**config.mk**
```make
export PLATFORM = sky130hd
export DESIGN_NAME = sfps_core
export DESIGN_NICKNAME = d
export VERILOG_FILES = /design/src/pkg/sfps_pkg.sv /design/src/verilog/sfps_core.sv
export SDC_FILE = /design/constraint.sdc
export NUM_CORES = 1
export LEC_CHECK = 0
export BUFFER_PORTS_ARGS = -buffer_cell sky130_fd_sc_hd__buf_4
export CORE_UTILIZATION = 62
export DETAILED_ROUTE_END_ITERATION = 8
export HOLD_SLACK_MARGIN = 0.05
export PLACE_DENSITY = 0.88
export SKIP_LAST_GASP = 1
export SLEW_MARGIN = 20
export SYNTH_ARGS = -nofsm -noshare
export SYNTH_HDL_FRONTEND = slang
export SYNTH_SLANG_ARGS = --single-unit
```
**constraint.sdc**
```tcl
create_clock -name clk_i -period 7.85 [get_ports clk_i]
set_input_delay 1.1775 -clock clk_i [delete_from_list [all_inputs] [get_ports clk_i]]
set_output_delay 1.1775 -clock clk_i [all_outputs]
set_load 0.1 [all_outputs]
```
**src/pkg/sfps_pkg.sv**
```systemverilog
// shared constants and types of the serial flash protocol select front end
package sfps_pkg;
   // register bus geometry
   localparam int ADDR_W = 4;
   localparam int DATA_W = 16;
   // register offsets
   localparam logic [3:0] REG_CTRL   = 4'h0;  // control bits
   localparam logic [3:0] REG_EVCFG  = 4'h1;  // enhanced volatile configuration
   localparam logic [3:0] REG_PCFG   = 4'h2;  // persistent configuration
   localparam logic [3:0] REG_XLANES = 4'h3;  // extended protocol lane count
   localparam logic [3:0] REG_TX     = 4'h4;  // outgoing byte
   localparam logic [3:0] REG_RX     = 4'h5;  // last received byte
   localparam logic [3:0] REG_STAT   = 4'h6;  // block state
   // control field positions
   localparam int CTRL_TX_EN   = 0;  // drive outgoing bytes while selected
   localparam int CTRL_RESCUE  = 1;  // write 1: back to extended protocol
   localparam int CTRL_REBOOT  = 2;  // write 1: reload from persistent setting
   localparam int CTRL_PE_BUSY = 3;  // program or erase cycle running
   // enhanced volatile and persistent configuration field positions
   localparam int EV_DUAL_N = 6;
   localparam int EV_QUAD_N = 7;
   localparam int PC_DUAL_N = 2;
   localparam int PC_QUAD_N = 3;
   // reset values
   localparam logic [15:0] PCFG_RST   = 16'hFFFF;
   localparam logic [7:0]  EVCFG_RST  = 8'hFF;
   localparam logic [7:0]  BYTE_RST   = 8'h00;
   localparam logic [3:0]  CTRL_RST   = 4'h0;
   localparam logic [1:0]  XLANES_RST = 2'h0;
   // bits in one transfer unit
   localparam logic [3:0] BYTE_BITS = 4'h8;

   // lane protocol
   typedef enum logic [1:0] {
      PROTO_EXT  = 2'b00,
      PROTO_DUAL = 2'b01,
      PROTO_QUAD = 2'b10
   } sfps_proto_e;

   // pins that arrive from outside the clock domain
   typedef struct packed {
      logic       sclk;      // serial clock
      logic       cs_n;      // chip select, active low
      logic       vpp;       // high-voltage supply pin level
      logic [3:0] lane;      // data lanes, lane_zero at bit 0
   } sfps_pins_s;
endpackage

```
**src/verilog/sfps_core.sv**
```systemverilog
// serial flash protocol select front end: lane protocol, clock modes, lane drive
//
// Behaviour
// sample incoming bits on rising clock edge
// drive outgoing bits from falling clock edge
// only idle-low mode 0 or idle-high mode 3
// both clock modes in every protocol
// unselected device leaves output lanes undriven
// factory default extended, command on lane_zero
// extended commands widen address/data per command
// volatile bit6=0,bit7=1 selects dual protocol
// volatile bit7=0 selects quad protocol
// volatile protocol lost at power-on
// rescue or new write returns default
// persistent bit2 moved selects dual at boot
// persistent bit3 zero selects quad at boot
// persistent selection holds until bit restored
// quad uses four lanes except supply-assisted cycles
// supply-assisted cycle falls back to extended
// quad resumes once supply pin low
// host drives protect and hold inputs
// host bus release longer than 5us
// boot loads working config from persistent
// configuration write copies into working config
// protocol change waits for chip select high; a reboot loads the persistent protocol at once, even while selected
//
// The implementer's own choices: the plain strobed port and the placing of the registers.
`timescale 1ns/1ps
module sfps_core
   import sfps_pkg::*;
(
   input  wire logic              clk_i,      // 200 MHz block clock
   input  wire logic              rst_n_i,    // synchronous reset, power-on
   input  wire sfps_pins_s        pins_i,     // raw pins from the bus
   output logic [3:0]             lane_o,     // lane output levels
   output logic [3:0]             lane_oe_o,  // lane output enables
   input  wire logic [ADDR_W-1:0] addr_i,     // register address
   input  wire logic [DATA_W-1:0] wdata_i,    // register write data
   input  wire logic              wr_i,       // write strobe
   input  wire logic              rd_i,       // read strobe
   output logic [DATA_W-1:0]      rdata_o     // read data, cycle after strobe
);

   // lanes used by one shift step
   function automatic logic [3:0] width_of(input sfps_proto_e p, input logic cmd_done,
                                          input logic [1:0] xl);
      logic [3:0] w;
      w = 4'h1;
      if (p == PROTO_QUAD) begin
         w = 4'h4;
      end else if (p == PROTO_DUAL) begin
         w = 4'h2;
      end else if (cmd_done && xl == 2'h1) begin
         w = 4'h2;
      end else if (cmd_done && xl == 2'h2) begin
         w = 4'h4;
      end
      return w;
   endfunction

   // shift lanes into a byte, most significant first
   function automatic logic [7:0] shift_in(input logic [7:0] b, input logic [3:0] d,
                                          input logic [3:0] w);
      logic [7:0] r;
      r = {b[6:0], d[0]};
      if (w == 4'h2) begin
         r = {b[5:0], d[1:0]};
      end else if (w == 4'h4) begin
         r = {b[3:0], d[3:0]};
      end
      return r;
   endfunction

   // lane protocol from an enhanced volatile value
   function automatic sfps_proto_e ev_proto(input logic [7:0] v);
      sfps_proto_e p;
      p = PROTO_EXT;
      if (!v[EV_QUAD_N]) begin
         p = PROTO_QUAD;
      end else if (!v[EV_DUAL_N]) begin
         p = PROTO_DUAL;
      end
      return p;
   endfunction

   // lane protocol from a persistent value
   function automatic sfps_proto_e pc_proto(input logic [15:0] v);
      sfps_proto_e p;
      p = PROTO_EXT;
      if (!v[PC_QUAD_N]) begin
         p = PROTO_QUAD;
      end else if (!v[PC_DUAL_N]) begin
         p = PROTO_DUAL;
      end
      return p;
   endfunction

   sfps_pins_s  pin_meta;    // first synchroniser stage
   sfps_pins_s  pin_sync;    // second synchroniser stage
   sfps_pins_s  pin_prev;    // delayed copy for edge detection
   sfps_proto_e active;      // working protocol
   sfps_proto_e pend;        // protocol waiting for deselect
   logic        pend_valid;  // a protocol change is waiting
   sfps_proto_e eff;         // protocol actually in use
   logic [15:0] pcfg;        // persistent configuration
   logic [7:0]  evcfg;       // enhanced volatile configuration
   logic [3:0]  ctrl;        // control bits
   logic [1:0]  xlanes;      // extended-protocol lanes after the command
   logic [7:0]  tx_data;     // byte software wants sent
   logic [7:0]  tx_shift;    // byte being sent
   logic [3:0]  tx_cnt;      // bits sent from tx_shift
   logic [7:0]  rx_shift;    // byte being received
   logic [3:0]  rx_cnt;      // bits received into rx_shift
   logic [7:0]  rx_data;     // last complete byte
   logic        rx_valid;    // unread byte present
   logic        cmd_done;    // first byte of this selection received
   logic        idle_high;   // clock level seen at select: mode 3
   logic        sclk_rise;   // rising serial clock while selected
   logic        sclk_fall;   // falling serial clock while selected
   logic        cs_fall;     // select begins
   logic [3:0]  width;       // lanes per step now
   logic [3:0]  next_rx_cnt;
   logic        rx_byte;     // a byte completes on this rising edge

   // two flip-flops on every pin before any logic reads it
   always_ff @(posedge clk_i) begin
      pin_meta <= pins_i;
      pin_sync <= pin_meta;
      pin_prev <= pin_sync;
   end

   // edges; rising-edge sampling serves mode 0 and mode 3 alike
   assign sclk_rise   = pin_sync.sclk & ~pin_prev.sclk & ~pin_sync.cs_n;
   assign sclk_fall   = ~pin_sync.sclk & pin_prev.sclk & ~pin_sync.cs_n;
   assign cs_fall     = ~pin_sync.cs_n & pin_prev.cs_n;
   assign width       = width_of(eff, cmd_done, xlanes);
   assign next_rx_cnt = rx_cnt + width;
   assign rx_byte     = sclk_rise && next_rx_cnt == BYTE_BITS;

   // quad falls back to extended while a supply-assisted cycle runs
   assign eff = (active == PROTO_QUAD && pin_sync.vpp && ctrl[CTRL_PE_BUSY]) ?
                PROTO_EXT : active;

   // working protocol: boot load, volatile writes, rescue
   always_ff @(posedge clk_i) begin
      if (!rst_n_i) begin
         active     <= PROTO_EXT;
         pend       <= PROTO_EXT;
         pend_valid <= 1'b0;
      end else if (wr_i && addr_i == REG_CTRL && wdata_i[CTRL_REBOOT]) begin
         active     <= pc_proto(pcfg);
         pend_valid <= 1'b0;
      end else if (wr_i && addr_i == REG_CTRL && wdata_i[CTRL_RESCUE]) begin
         pend       <= PROTO_EXT;
         pend_valid <= 1'b1;
      end else if (wr_i && addr_i == REG_EVCFG) begin
         pend       <= ev_proto(wdata_i[7:0]);
         pend_valid <= 1'b1;
      end else if (pend_valid && pin_sync.cs_n) begin
         // a change made mid-command would corrupt the rest of that command
         active     <= pend;
         pend_valid <= 1'b0;
      end
   end

   // software registers
   always_ff @(posedge clk_i) begin
      if (!rst_n_i) begin
         pcfg    <= PCFG_RST;
         evcfg   <= EVCFG_RST;
         ctrl    <= CTRL_RST;
         xlanes  <= XLANES_RST;
         tx_data <= BYTE_RST;
      end else if (wr_i) begin
         unique case (addr_i)
            REG_CTRL: begin
               // rescue and reboot are pulses and never stored
               ctrl <= {wdata_i[CTRL_PE_BUSY], 2'b00, wdata_i[CTRL_TX_EN]};
            end
            REG_EVCFG:  evcfg   <= wdata_i[7:0];
            REG_PCFG:   pcfg    <= wdata_i;
            REG_XLANES: xlanes  <= wdata_i[1:0];
            REG_TX:     tx_data <= wdata_i[7:0];
            default: begin
               // read-only or unmapped: ignored
            end
         endcase
      end
   end

   // receive path, sampled on rising serial clock only
   always_ff @(posedge clk_i) begin
      if (!rst_n_i) begin
         rx_shift <= BYTE_RST;
         rx_cnt   <= 4'h0;
         cmd_done <= 1'b0;
         rx_data  <= BYTE_RST;
      end else if (cs_fall) begin
         rx_cnt   <= 4'h0;
         cmd_done <= 1'b0;
      end else if (sclk_rise) begin
         rx_shift <= shift_in(rx_shift, pin_sync.lane, width);
         rx_cnt   <= rx_byte ? 4'h0 : next_rx_cnt;
         if (rx_byte) begin
            rx_data  <= shift_in(rx_shift, pin_sync.lane, width);
            cmd_done <= 1'b1;
         end
      end
   end

   // unread flag: a new byte wins over a read in the same cycle
   always_ff @(posedge clk_i) begin
      if (!rst_n_i) begin
         rx_valid <= 1'b0;
      end else if (rx_byte) begin
         rx_valid <= 1'b1;
      end else if (rd_i && addr_i == REG_RX) begin
         rx_valid <= 1'b0;
      end
   end

   // idle clock level at select tells which of the two modes the host uses
   always_ff @(posedge clk_i) begin
      if (!rst_n_i) begin
         idle_high <= 1'b0;
      end else if (cs_fall) begin
         idle_high <= pin_sync.sclk;
      end
   end

   // transmit path, driven from falling serial clock, undriven when deselected
   always_ff @(posedge clk_i) begin
      if (!rst_n_i || pin_sync.cs_n) begin
         lane_o    <= 4'h0;
         lane_oe_o <= 4'h0;
         tx_shift  <= tx_data;
         tx_cnt    <= 4'h0;
      end else if (sclk_fall && ctrl[CTRL_TX_EN] && cmd_done) begin
         // extended output leaves on lane one; dual adds lane zero below it, quad drives all four lanes with the msb on lane three
         lane_o    <= (width == 4'h4) ? tx_shift[7:4] :
                      (width == 4'h2) ? {2'b00, tx_shift[7:6]} : {2'b00, tx_shift[7], 1'b0};
         lane_oe_o <= (width == 4'h4) ? 4'hF : (width == 4'h2) ? 4'h3 : 4'h2;
         if (tx_cnt + width == BYTE_BITS) begin
            tx_shift <= tx_data;
            tx_cnt   <= 4'h0;
         end else begin
            tx_shift <= (width == 4'h4) ? {tx_shift[3:0], 4'h0} :
                        (width == 4'h2) ? {tx_shift[5:0], 2'b00} : {tx_shift[6:0], 1'b0};
            tx_cnt   <= tx_cnt + width;
         end
      end else if (!ctrl[CTRL_TX_EN]) begin
         lane_oe_o <= 4'h0;
      end
   end

   // read data stands in the cycle after the strobe only
   always_ff @(posedge clk_i) begin
      if (!rst_n_i || !rd_i) begin
         rdata_o <= 16'h0000;
      end else begin
         unique case (addr_i)
            REG_CTRL:   rdata_o <= {12'h000, ctrl};
            REG_EVCFG:  rdata_o <= {8'h00, evcfg};
            REG_PCFG:   rdata_o <= pcfg;
            REG_XLANES: rdata_o <= {14'h0000, xlanes};
            REG_TX:     rdata_o <= {8'h00, tx_data};
            REG_RX:     rdata_o <= {8'h00, rx_data};
            REG_STAT: begin
               rdata_o <= {9'h000, pend_valid, idle_high, ~pin_sync.cs_n,
                           rx_valid, 1'b0, eff};
            end
            default:    rdata_o <= 16'h0000;
         endcase
      end
   end
endmodule

```
======== Word-level counts from Yosys, hierarchy flattened ========
Index checks and enable logic that the tools add are counted.
word-level totals
  bits in registers ....................... 115
  bits of input ports ..................... 31
  output and inout bits ................... 24
  word-level logic and storage cells ...... 131
operators by class
  $add $sub $neg .......................... 2
  eq/ne operators ......................... 18
  muxes and demuxes ....................... 36
  bitwise gates (word level) .............. 11
  reductions and logical operators ........ 35
operator list
  cell                                                                    number
  16-bit one-hot mux with 7 select lines                                  1
  8-bit 2-to-1 mux                                                        7
  4-bit 2-to-1 mux                                                        6
  2-bit 2-to-1 mux                                                        9
  4-bit by 3-bit equality test with 1-bit output (second input constant)  4
  2-bit AND reduction                                                     8
  1-bit logical AND                                                       13
  4-bit by 2-bit equality test with 1-bit output (second input constant)  3
  3-bit 2-to-1 mux                                                        4
  1-bit 2-to-1 mux                                                        9
  4-bit adder                                                             2
  4-bit equality test (second input constant)                             2
  2-bit nonzero test                                                      4
  2-bit equality test (second input constant)                             3
  1-bit NOT                                                               6
  3-bit AND reduction                                                     2
  1-bit AND                                                               5
  2-bit by 1-bit equality test with 1-bit output (second input constant)  2
  4-bit by 1-bit equality test with 1-bit output (second input constant)  1
  4-bit zero test                                                         1
  2-bit inequality test (second input constant)                           2
  2-bit OR reduction                                                      2
  3-bit nonzero test                                                      1
  1-bit zero test                                                         2
  2 further kinds                                                         3

======== Longest topological paths before layout ========
Gate-level depths: netlist (run 1).
  word-level depth ........................ 13
  depth in mapped cells ................... 13
  gate-level depth less buffers ........... 11

======== Worst setup path before layout (run 1) ========
Ideal clock, no wire load.
  path kind ............................... reg2reg
  from .................................... register active[1]
  to ...................................... register tx_shift[2] (data pin)
  arrival time ............................ 2,640 ps
  path slack .............................. 4,950 ps
  cell stages (with the launch flop) ...... 13
  buffers on the path ..................... 2
  clock period less this slack ............ 2,900 ps
  cells stage by stage .................... dfxtp_1 nor2b_1 a21bo_1 buf_6 nor2_4 ha_1 inv_1 fa_1 xnor2_1 nor3b_1 a21o_1 buf_2 mux2_2
between the ends
  longest elaborated chain between the ends .. 13
  elaborated cells on any way between the ends .. 17
ends and longest elaborated chain
  what                                                 RTL line          RTL
  from (decl)                                          sfps_core.sv:101  sfps_proto_e active;
  from (signal assigned)                               sfps_core.sv:151  active <= pc_proto(pcfg);
  from (signal assigned)                               sfps_core.sv:161  active <= pend;
  2-bit equality test                                  sfps_core.sv:141  assign eff = (active == PROTO_QUAD && pin_sync.vpp && ctrl[CTRL_PE_BUSY]) ?
  1-bit logical AND (2 in series)                      sfps_core.sv:141
  2-bit 2-to-1 mux *                                   sfps_core.sv:141
  2-bit by 1-bit equality test with 1-bit output       sfps_core.sv:51   end else if (p == PROTO_DUAL) begin
  3-bit 2-to-1 mux                                     sfps_core.sv:51
  3-bit 2-to-1 mux *                                   sfps_core.sv:49   if (p == PROTO_QUAD) begin
  branches (longest 3 deep; another with 4-bit adder)  -
  8-bit 2-to-1 mux *                                   sfps_core.sv:243  if (tx_cnt + width == BYTE_BITS) begin
  8-bit 2-to-1 mux *                                   sfps_core.sv:238  end else if (sclk_fall && ctrl[CTRL_TX_EN] && cmd_done) begin
  8-bit 2-to-1 mux *                                   sfps_core.sv:233  if (!rst_n_i || pin_sync.cs_n) begin
  to (signal assigned)                                 sfps_core.sv:236  tx_shift <= tx_data;
  to (signal assigned)                                 sfps_core.sv:244  tx_shift <= tx_data;
  to (signal assigned)                                 sfps_core.sv:247  tx_shift <= (width == 4'h4) ? {tx_shift[3:0], 4'h0} :
  to (decl)                                            sfps_core.sv:110  logic [7:0] tx_shift;
Every way passes the cells marked *. The select of a mux whose other input is x is not followed.
A chain may end at the register's enable or synchronous reset.

======== Worst setup path in the final report (run 1) ========
  from .................................... register active[1]
  to ...................................... register tx_shift[7] (data pin)
The elaborated chain is that of the path after synthesis.

==> metrics.csv, run 1 <==
metric;value;unit
setup_violations;0;
hpwl;8060;um
yosys.area_share.simple;23.4;%
synth_edf_count;8;
fmax;294;MHz
grt_start_max_net_pins;48;
cts_made_buffers;17;
multiInputGateArea;2150;um2
viasPerCell;6.17;
rows;31;
die_h;89.0;um
htree_levels;4;
setup.worst_path.end_class;flip-flop;
path_clk_slew;0.06;ns
synth-xor-area-share;0.560;%
initial_core_util;64.4;%
diodes;0;
crit_path_max_incr_delay;0.39;ns
postRouteAntennaNets;0;
synth-main-ff-cell;dfxtp_1;
hold_start;pin_meta[3]$_DFF_P_;
post-cts-setup-buffers;0;
min_period_over_period;43.3;%
syn_inst;508;
pwr-share-comb;5.2;%
tns;0;ns
synth_mux_area_share;4.21;%
ys_seq_elements;114;
dieWidth;89.0;um
clock_power_share;52.2;%
total_power;1.43;mW
fp.coreArea;7290;um2
seqCellArea;2360;um2
netSwitchingFraction;23.4;%
synth.top_cells.by_count;106 x dfxtp_1, 91 x nand2_1, 41 x a21oi_1;
internal-power;1.10;mW
power_density;253;nW/um2
async_flop_share;0;%
drt_wl_total;12100;um
drive_gt1_share;19.1;%
grt_pass1_wl;19000;um
cts-root-buf;clkbuf_8;
grt_use_total;32.9;%
synth_nets;547;
cts_resized;0;
relSlewSlack;31.2;%
antenna_found_initial;0;
ir_drop;0.197;mV
drtIter0Drc;475;
rsz0062_at_grt;no;
die_area;7920;um2
synth_top_area_cell;dfxtp_1;
yosys-top-cells-area;dfxtp_1 45%, nand2_1 7.3%, edfxtp_1 5.1%;
max_cap_viol_count;0;
synth_compound_area_share;15.2;%
io_buffer_count;54;
nNetsFinal;593;
crit_slowest_cell;mux2_2;
vias;4100;
design.portCount;55;
path_class;reg -> reg;
drtPass1Iterations;6;
worstPathCellList;nand2b_1, nand2_1, nor2_4, ha_1, inv_1, fa_1, xnor2_1, nor3b_1, a21o_1, mux2_2;
critPathMaxFanout;9;
insertion_delay;0.52;ns
synth_top_area_share;45.2;%
path_delay_family;simple AND/OR/NAND/NOR gates;
hold_violations;0;
worstMarginPinSlew;1.02;ns
gp_congestion;0.980;
fin_cells;665;
period_minus_slack;3.40;ns
fillCellCount;504;
cts_tree;done;
syn_area;4690;um2
ys_warn_count;0;
clock-sinks;114;
area_growth;20.4;%
ys_seq_area_share;50.3;%
fin_worst_skew;0.00899;ns
seqPwrFrac;42.7;%
worstPathRequired;8.11;ns
drc;0;
power.leakage;2.40;nW
dp_cells;634;
synth_adder_area_share;2.45;%
cts_buffer_depth;2;
worst-path-buf-inv;1;
switchingPower;0.334;mW
cts_hold_buffers;0;
hold_slack;0.326;ns
wl_per_cell;18.2;um
finalMaxSlewViolations;0;
cp-startpoint;active[1]$_SDFFE_PN0P_;
status;finished clean;
hold_class;reg -> reg;
r2r-start;active[1]$_SDFFE_PN0P_;
synth_top_family_by_area;simple AND/OR/NAND/NOR gates;
yosysUniqueCellTypes;56;
cp_data_arrival_time;3.66;ns
syn_area_per_cell;9.24;um2
grt_pass1_vias;3880;
yosysMostFrequentCell;dfxtp_1;
grt_overflow;0;
crit_path_start_kind;flip-flop;
==> layout by cell type (no fill, tap or decap), types with 3 or more instances in the layout <==
| cell type | instances |
|---|---|
| clkbuf_16 | 17 |
| nor3b_1 | 3 |
| o21ai_0 | 17 |
| a221oi_2 | 3 |
| nor3_1 | 5 |
| clkinv_4 | 3 |
| a32oi_1 | 4 |
| a211oi_1 | 4 |
| nand3_1 | 39 |
| xnor2_1 | 3 |
| nor2_1 | 26 |
| nand4_1 | 6 |
| clkinvlp_4 | 3 |
| and2_1 | 10 |
| ha_1 | 6 |
| mux2i_1 | 13 |
| inv_1 | 8 |
| a21o_1 | 3 |
| buf_4 | 54 |
| nand3b_1 | 3 |
| a21oi_1 | 41 |
| nand2b_1 | 6 |
| edfxtp_1 | 8 |
| nor2b_1 | 7 |
| nand2_1 | 91 |
| a221oi_1 | 7 |
| dfxtp_1 | 106 |
| a31oi_1 | 4 |
| mux2_2 | 6 |
| clkinv_2 | 3 |
| and3_1 | 9 |
| a22oi_1 | 13 |
==> per-layer routing <==
metal  wire (um)  vias up  global-route usage, %
met2        6010      233                   53.8
met1        4740     1927                   39.6
met3        1090       36                   10.9
li1            -     1904                      -
met5           0        -                      0
met4         296        0                   15.2
==> per-stage QoR <==
stage | utilization [%] | setup WS (ns) | instance area [um2]
global placement | 69.6 | 4.63 | 5080
CTS | 77.5 | 4.47 | 5650
global route | 77.5 | 4.25 | 5650
finish | 77.5 | 4.45 | 5650
detailed placement | 69.6 | 4.52 | 5080
floorplan | - | 4.95 | 4690
==> logic make-up after synthesis <==
kind of cell,after synthesis
DFF,114
adders and majority gates,8
buffers and inverters,37
xor gates and xnor gates,3
and+or+nand+nor,220
muxes,19
AOI/OAI and AO/OA,107
==> power by group through the flow <==
stage	registers, mW	clock network (mW)	logic, mW
2_1_floorplan	0.624	0	0.0419
3_3_place_gp	0.621	0	0.0702
3_5_place_dp	0.622	0	0.0720
4_1_cts	0.609	0.750	0.0730
5_1_grt	0.611	0.776	0.0792
6_report	0.610	0.746	0.0739
==> flip-flops by register name, summed over array words and instances, names as in the netlist, 2 cells and up <==
signal / flops
pend: 2
rx_data: 8
xlanes: 2
active: 2
rx_shift: 7
lane_o: 4
pin_prev: 2
rx_cnt: 4
tx_shift: 8
pin_sync: 7
rdata_o: 16
pcfg: 16
tx_cnt: 4
ctrl: 2
tx_data: 8
evcfg: 8
lane_oe_o: 3
pin_meta: 7
==> cell type report <==
cell class                      instances  area share, %
Sequential cell                       114           41.8
Multi-Input combinational cell        357           38.0
Clock buffer                           19           7.84
Timing Repair Buffer                   54           7.17
Clock inverter                         12           2.35
Tap cell                               99           2.19
Inverter                               10          0.664
==> path summary, 6_finish.rpt <==
| kind | end | slack (ns) | cells after the start |
|---|---|---|---|
| min | pin_sync[3]$_DFF_P_ | 0.33 | 0 |
| max | tx_shift[7]$_DFFE_PP_ | 4.45 | 10 |
| max reg2reg | tx_shift[7]$_DFFE_PP_ | 4.45 | 10 |
| min reg2reg | pin_sync[3]$_DFF_P_ | 0.33 | 0 |
Note: power is estimated with default switching activity, not from simulation.
==> inputs of run 2 (changes only) <==
--- a/config.mk
+++ b/config.mk
@@ -6,10 +6,10 @@
 export NUM_CORES = 1
 export LEC_CHECK = 0
 export BUFFER_PORTS_ARGS = -buffer_cell sky130_fd_sc_hd__buf_4
-export CORE_UTILIZATION = 62
+export CORE_UTILIZATION = 52
 export DETAILED_ROUTE_END_ITERATION = 8
 export HOLD_SLACK_MARGIN = 0.05
-export PLACE_DENSITY = 0.88
+export PLACE_DENSITY = 0.79
 export SKIP_LAST_GASP = 1
 export SLEW_MARGIN = 20
 export SYNTH_ARGS = -nofsm -noshare
==> constraint.sdc (replaced) <==
create_clock -name clk_i -period 3.1 [get_ports clk_i]
set_input_delay 0.465 -clock clk_i [delete_from_list [all_inputs] [get_ports clk_i]]
set_output_delay 0.465 -clock clk_i [all_outputs]
set_load 0.1 [all_outputs]
==> metrics.csv, run 2 (synthesis results as in run 1) <==
metric;value;unit;change
r2r-end;tx_shift[4]$_DFFE_PP_;;was tx_shift[7]$_DFFE_PP_
rows;34;;was 31
critPathMaxFanout;8;;was 9
setup_violations;0;;unchanged
pwr-share-comb;5.5;%;was 5.2%
power_density;625;nW/um2;was 253 nW/um2
cts-root-buf;clkbuf_8;;unchanged
status;finished clean;;unchanged
r2r-start;active[1]$_SDFFE_PN0P_;;unchanged
postRouteAntennaNets;0;;unchanged
dp_cells;649;;was 634
final_core_util;66.3;%;was 77.5%
insertion_delay;0.51;ns;was 0.52 ns
grt_use_met2;43.0;%;was 53.8%
path_class;reg -> reg;;unchanged
min_period_over_period;92.3;%;was 43.3%
timing.final.ws_setup;0.240;ns;was 4.45 ns
htree_levels;4;;unchanged
gp_congestion;0.940;;was 0.980
fmax;350;MHz;was 294 MHz
top_usage_layer;met2;;unchanged
diodes;0;;unchanged
area_growth;23.1;%;was 20.4%
internal-power;2.75;mW;was 1.10 mW
die_h;97;um;was 89.0 um
cts_made_buffers;17;;unchanged
fillCellCount;683;;was 504
clock_power_share;51.8;%;was 52.2%
viasPerCell;5.91;;was 6.17
cp_data_arrival_time;3.12;ns;was 3.66 ns
final_cell_mix;106 x dfxtp_1, 91 x nand2_1, 60 x buf_4;;was 106 x dfxtp_1, 91 x nand2_1, 54 x buf_4
cts_tree;done;;unchanged
fin_worst_skew;0.00617;ns;was 0.00899 ns
drtIter0Drc;233;;was 475
reg.largest.list;pcfg x16, rdata_o x16;;unchanged
finalMaxSlewViolations;0;;unchanged
hold_violations;0;;unchanged
hpwl;8220;um;was 8060 um
r2r_slack;0.24;ns;was 4.45 ns
fp.coreArea;8720;um2;was 7290 um2
grt_pass1_wl;19500;um;was 19000 um
seqCellArea;2360;um2;unchanged
tns;0;ns;unchanged
nNetsFinal;606;;was 593
hold_start;wdata_i[14];;was pin_meta[3]$_DFF_P_
drive_gt1_share;20.3;%;was 19.1%
rsz0062_at_grt;no;;unchanged
drt_wl_total;12000;um;was 12100 um
relSlewSlack;32.7;%;was 31.2%
seqPwrFrac;42.8;%;was 42.7%
grt.met1_usage;34.7;%;was 39.6%
worstPathRequired;3.36;ns;was 8.11 ns
place_area;5130;um2;was 5080 um2
worstMarginPinSlew;1.00;ns;was 1.02 ns
hold_path_end;pcfg[14]$_SDFFE_PN1P_;;was pin_sync[3]$_DFF_P_
power.leakage;2.46;nW;was 2.40 nW
design.portCount;55;;unchanged
multiInputGateArea;2150;um2;about the same
setup.worst_path.end_class;flip-flop;;unchanged
crit_path_start_kind;flip-flop;;unchanged
whs_path_depth;3;;was 0
io_buffer_count;54;;unchanged
grt_use_total;26.6;%;was 32.9%
grt_overflow;0;;unchanged
die_area;9410;um2;was 7920 um2
final_common_cell;dfxtp_1;;unchanged
antenna_found_initial;0;;unchanged
grt_pass1_vias;3928;;was 3880
ir_drop;0.388;mV;was 0.197 mV
fin_cells;688;;was 665
dp_slack;0.167;ns;was 4.52 ns
reg2regPathDepth;10;;unchanged
use_met3;5.06;%;was 10.9%
path_clk_slew;0.06;ns;about the same
hold_class;in -> reg;;was reg -> reg
period_minus_slack;2.86;ns;was 3.40 ns
max_cap_viol_count;0;;unchanged
switchingPower;0.868;mW;was 0.334 mW
clock-sinks;114;;unchanged
initial_core_util;53.8;%;was 64.4%
vias;4063;;was 4100
drtPass1Iterations;5;;was 6
design_area;5780;um2;was 5650 um2
grt_start_max_net_pins;26;;was 48
cts_buffer_depth;2;;unchanged
dieWidth;97;um;was 89.0 um
drc;0;;unchanged
netSwitchingFraction;24.0;%;was 23.4%
wl_per_cell;17.4;um;was 18.2 um
post-cts-setup-buffers;0;;unchanged
-- run 2: changes by cell type in the layout (fill, tap and decap cells not counted), sizes merged --
cell,previous run,this run
inv,11,14
clkbuf,19,17
buf,54,60
dlygate4sd3,0,7
-- run 2: metrics by stage --
stage	power, mW	hold WS (ns)
after floorplan	1.69	0.310
after global placement	1.76	0.311
after detailed placement	1.76	0.314
after CTS	3.63	0.143
after global routing	3.72	0.161
final	3.61	0.160
-- run 2: power groups by stage --
stage	clock network [mW]	registers (mW)	logic (mW)
floorplan	0	1.58	0.106
global placement	0	1.57	0.186
detailed placement	0	1.58	0.187
CTS	1.89	1.54	0.196
global route	1.95	1.55	0.213
finish	1.87	1.55	0.198
-- run 2: cell type report --
type	count	area share, %
clock inverter	15	2.75
inverter	10	0.649
sequential	114	40.9
clock buffer	17	7.17
multi-input combinational	357	37.2
timing repair buffer	67	9.01
tap	108	2.34
-- run 2: timing repair --
action	in CTS	in global routing
setup endpoints to repair	0	6
endpoints found under the hold margin	7	0
resized for setup	0	2
hold buffers	7	0
-- run 2: worst max path at each step --
stage / start / end / cells past startpoint / slack, ns
after global placement: active[1]$_SDFFE_PN0P_ / tx_shift[6]$_DFFE_PP_ / 9 / 0.25
after floorplan: active[1]$_SDFFE_PN0P_ / tx_shift[2]$_DFFE_PP_ / 12 / 0.20
after detailed placement: active[1]$_SDFFE_PN0P_ / tx_shift[4]$_DFFE_PP_ / 9 / 0.17
after CTS: active[1]$_SDFFE_PN0P_ / tx_shift[7]$_DFFE_PP_ / 9 / 0.16
after global routing: active[1]$_SDFFE_PN0P_ / rx_data[7]$_SDFFE_PN0P_ / 12 / 0.05
final: active[1]$_SDFFE_PN0P_ / tx_shift[4]$_DFFE_PP_ / 10 / 0.24
-- run 2: per-layer routing --
layer / share of wire, % / vias to the layer above
met3: 5.9 / 26
li1: - / 1925
met5: 0 / -
met1: 44 / 1958
met4: 2.0 / 0
met2: 48 / 154
-- run 2: critical path: stages (launching register included) --
cell	delay, ns
dfxtp_1	0.39
nand2b_1	0.21
nand2_1	0.13
nor2_4	0.13
ha_1	0.18
inv_1	0.06
fa_1	0.37
xnor2_1	0.17
nor3b_1	0.32
a21o_2	0.30
mux2_2	0.36
==> inputs of run 3 (changes only) <==
--- a/config.mk
+++ b/config.mk
@@ -6,10 +6,10 @@
 export NUM_CORES = 1
 export LEC_CHECK = 0
 export BUFFER_PORTS_ARGS = -buffer_cell sky130_fd_sc_hd__buf_4
-export CORE_UTILIZATION = 52
+export CORE_UTILIZATION = 33
 export DETAILED_ROUTE_END_ITERATION = 8
 export HOLD_SLACK_MARGIN = 0.05
-export PLACE_DENSITY = 0.79
+export PLACE_DENSITY = 0.52
 export SKIP_LAST_GASP = 1
 export SLEW_MARGIN = 20
 export SYNTH_ARGS = -nofsm -noshare
==> constraint.sdc (replaced) <==
create_clock -name clk_i -period 2.89 [get_ports clk_i]
set_input_delay 0.4335 -clock clk_i [delete_from_list [all_inputs] [get_ports clk_i]]
set_output_delay 0.4335 -clock clk_i [all_outputs]
set_load 0.1 [all_outputs]
==> metrics.csv, run 3 (synthesis results as in run 1) <==
metric;value;unit;change
status;finished clean;;unchanged
place_area;5270;um2;was 5130 um2
drive_gt1_share;21.2;%;was 20.3%
htree_levels;4;;unchanged
cp_data_arrival_time;2.87;ns;was 3.12 ns
ir_drop;0.391;mV;was 0.388 mV
wl_per_cell;16.3;um;was 17.4 um
fin_worst_skew;0.00831;ns;was 0.00617 ns
worstMarginPinSlew;0.734;ns;was 1.00 ns
cts_made_buffers;17;;unchanged
timing.final.ws_setup;0.175;ns;was 0.240 ns
crit_path_start_kind;flip-flop;;unchanged
cts-root-buf;clkbuf_16;;was clkbuf_8
finalMaxSlewViolations;0;;unchanged
grt_pass1_wl;19800;um;was 19500 um
gp_congestion;0.843;;was 0.940
reg.largest.list;pcfg x16, rdata_o x16;;unchanged
dp_cells;726;;was 649
final_common_cell;dfxtp_1;;unchanged
final_cell_mix;105 x dfxtp_1, 91 x nand2_1, 67 x buf_4;;was 106 x dfxtp_1, 91 x nand2_1, 60 x buf_4
power_density;705;nW/um2;was 625 nW/um2
grt_pass1_vias;3763;;was 3928
antenna_found_initial;0;;unchanged
drt_wl_total;12400;um;was 12000 um
rsz0062_at_grt;no;;unchanged
worstPathRequired;3.05;ns;was 3.36 ns
area_growth;26.7;%;was 23.1%
grt_use_total;18.3;%;was 26.6%
rows;43;;was 34
max_cap_viol_count;0;;unchanged
design.portCount;55;;unchanged
nNetsFinal;606;;unchanged
period_minus_slack;2.72;ns;was 2.86 ns
hold_violations;0;;unchanged
critPathMaxFanout;8;;unchanged
hpwl;8990;um;was 8220 um
cts_tree;done;;unchanged
insertion_delay;0.41;ns;was 0.51 ns
drtPass1Iterations;5;;unchanged
initial_core_util;33.8;%;was 53.8%
die_area;14700;um2;was 9410 um2
fp.coreArea;13900;um2;was 8720 um2
dp_slack;0.0898;ns;was 0.167 ns
grt_overflow;0;;unchanged
relSlewSlack;50.9;%;was 32.7%
viasPerCell;5.19;;was 5.91
grt_start_max_net_pins;42;;was 26
power.leakage;2.51;nW;was 2.46 nW
tns;0;ns;unchanged
path_class;reg -> reg;;unchanged
final_core_util;42.8;%;was 66.3%
cts_buffer_depth;2;;unchanged
design_area;5940;um2;was 5780 um2
setup_violations;0;;unchanged
io_buffer_count;54;;unchanged
path_clk_slew;0.05;ns;was 0.06 ns
vias;3940;;was 4063
drc;0;;unchanged
min_period_over_period;93.9;%;was 92.3%
fmax;368;MHz;was 350 MHz
drtIter0Drc;281;;was 233
die_h;121;um;was 97 um
diodes;0;;unchanged
fin_cells;759;;was 688
setup.worst_path.end_class;flip-flop;;unchanged
postRouteAntennaNets;0;;unchanged
hold_class;in -> reg;;unchanged
dieWidth;121;um;was 97 um
clock-sinks;114;;unchanged
[run 3: changes by cell type in the layout (fill, tap and decap cells not counted), moves of 2 or more]
cell and delta:
buf_4 +7, bufinv_16 +3, clkbuf_1 +2, clkbuf_16 +2
clkinv_4 -3, dlygate4sd3_1 -7, inv_6 -4
[run 3: final timing paths]
path,cells after the start,startpoint,endpoint,slack [ns]
worst min register to register,0,pin_meta[5]$_DFF_P_,pin_sync[5]$_DFF_P_,0.32
worst min-delay path,1,pins_i[1],pin_meta[1]$_DFF_P_,0.12
worst max register to register,10,active[1]$_SDFFE_PN0P_,tx_shift[3]$_DFFE_PP_,0.17
worst max-delay path,10,active[1]$_SDFFE_PN0P_,tx_shift[3]$_DFFE_PP_,0.17
[run 3: routing by layer]
layer / routed length [um] / share of wire, % / GRT usage, % / up-vias
met2: 5920 / 48 / 29.4 / 105
met3: 617 / 5.0 / 4.70 / 14
met1: 5630 / 45 / 23.2 / 1897
met5: 0 / 0 / 0 / -
met4: 216 / 1.7 / 7.95 / 0
li1: - / - / - / 1924
[run 3: final cells by class]
| cell class | instances | area (um2) |
|---|---|---|
| clock buffers | 22 | 485 |
| clock inverters | 9 | 175 |
| fillers | 1352 | 7940 |
| inverters | 10 | 37.5 |
| multi-input cells | 357 | 2150 |
| flip-flops and latches | 114 | 2360 |
| well taps | 180 | 225 |
| repair buffers | 67 | 503 |
[run 3: repair_timing]
action | in CTS | in global routing
setup buffers | 0 | 2
endpoints found under the hold margin | 0 | 0
setup endpoints to repair | 0 | 12
hold buffers | 0 | 0
gates resized for setup | 0 | 2
[run 3: report_power, final]
| part | switching [mW] | internal (mW) |
|---|---|---|
| clock network | 0.707 | 1.62 |
| logic | 0.129 | 0.0797 |
| registers | 0.0291 | 1.63 |
| total | 0.865 | 3.33 |
[run 3: worst max-delay path: stages, from the launching register on]
cell	delay, ns
dfxtp_1	0.34
nor2b_1	0.17
a21bo_1	0.23
nor2_4	0.10
ha_1	0.17
inv_1	0.06
fa_1	0.38
xnor2_1	0.17
nor3b_2	0.23
a21o_2	0.27
mux2_2	0.36
[run 3: metrics by stage]
step	power, mW	hold WS (ns)
2_1_floorplan	1.81	0.310
3_3_place_gp	1.90	0.311
3_5_place_dp	1.90	0.312
4_1_cts	4.23	0.103
5_1_grt	4.32	0.0980
6_report	4.19	0.120
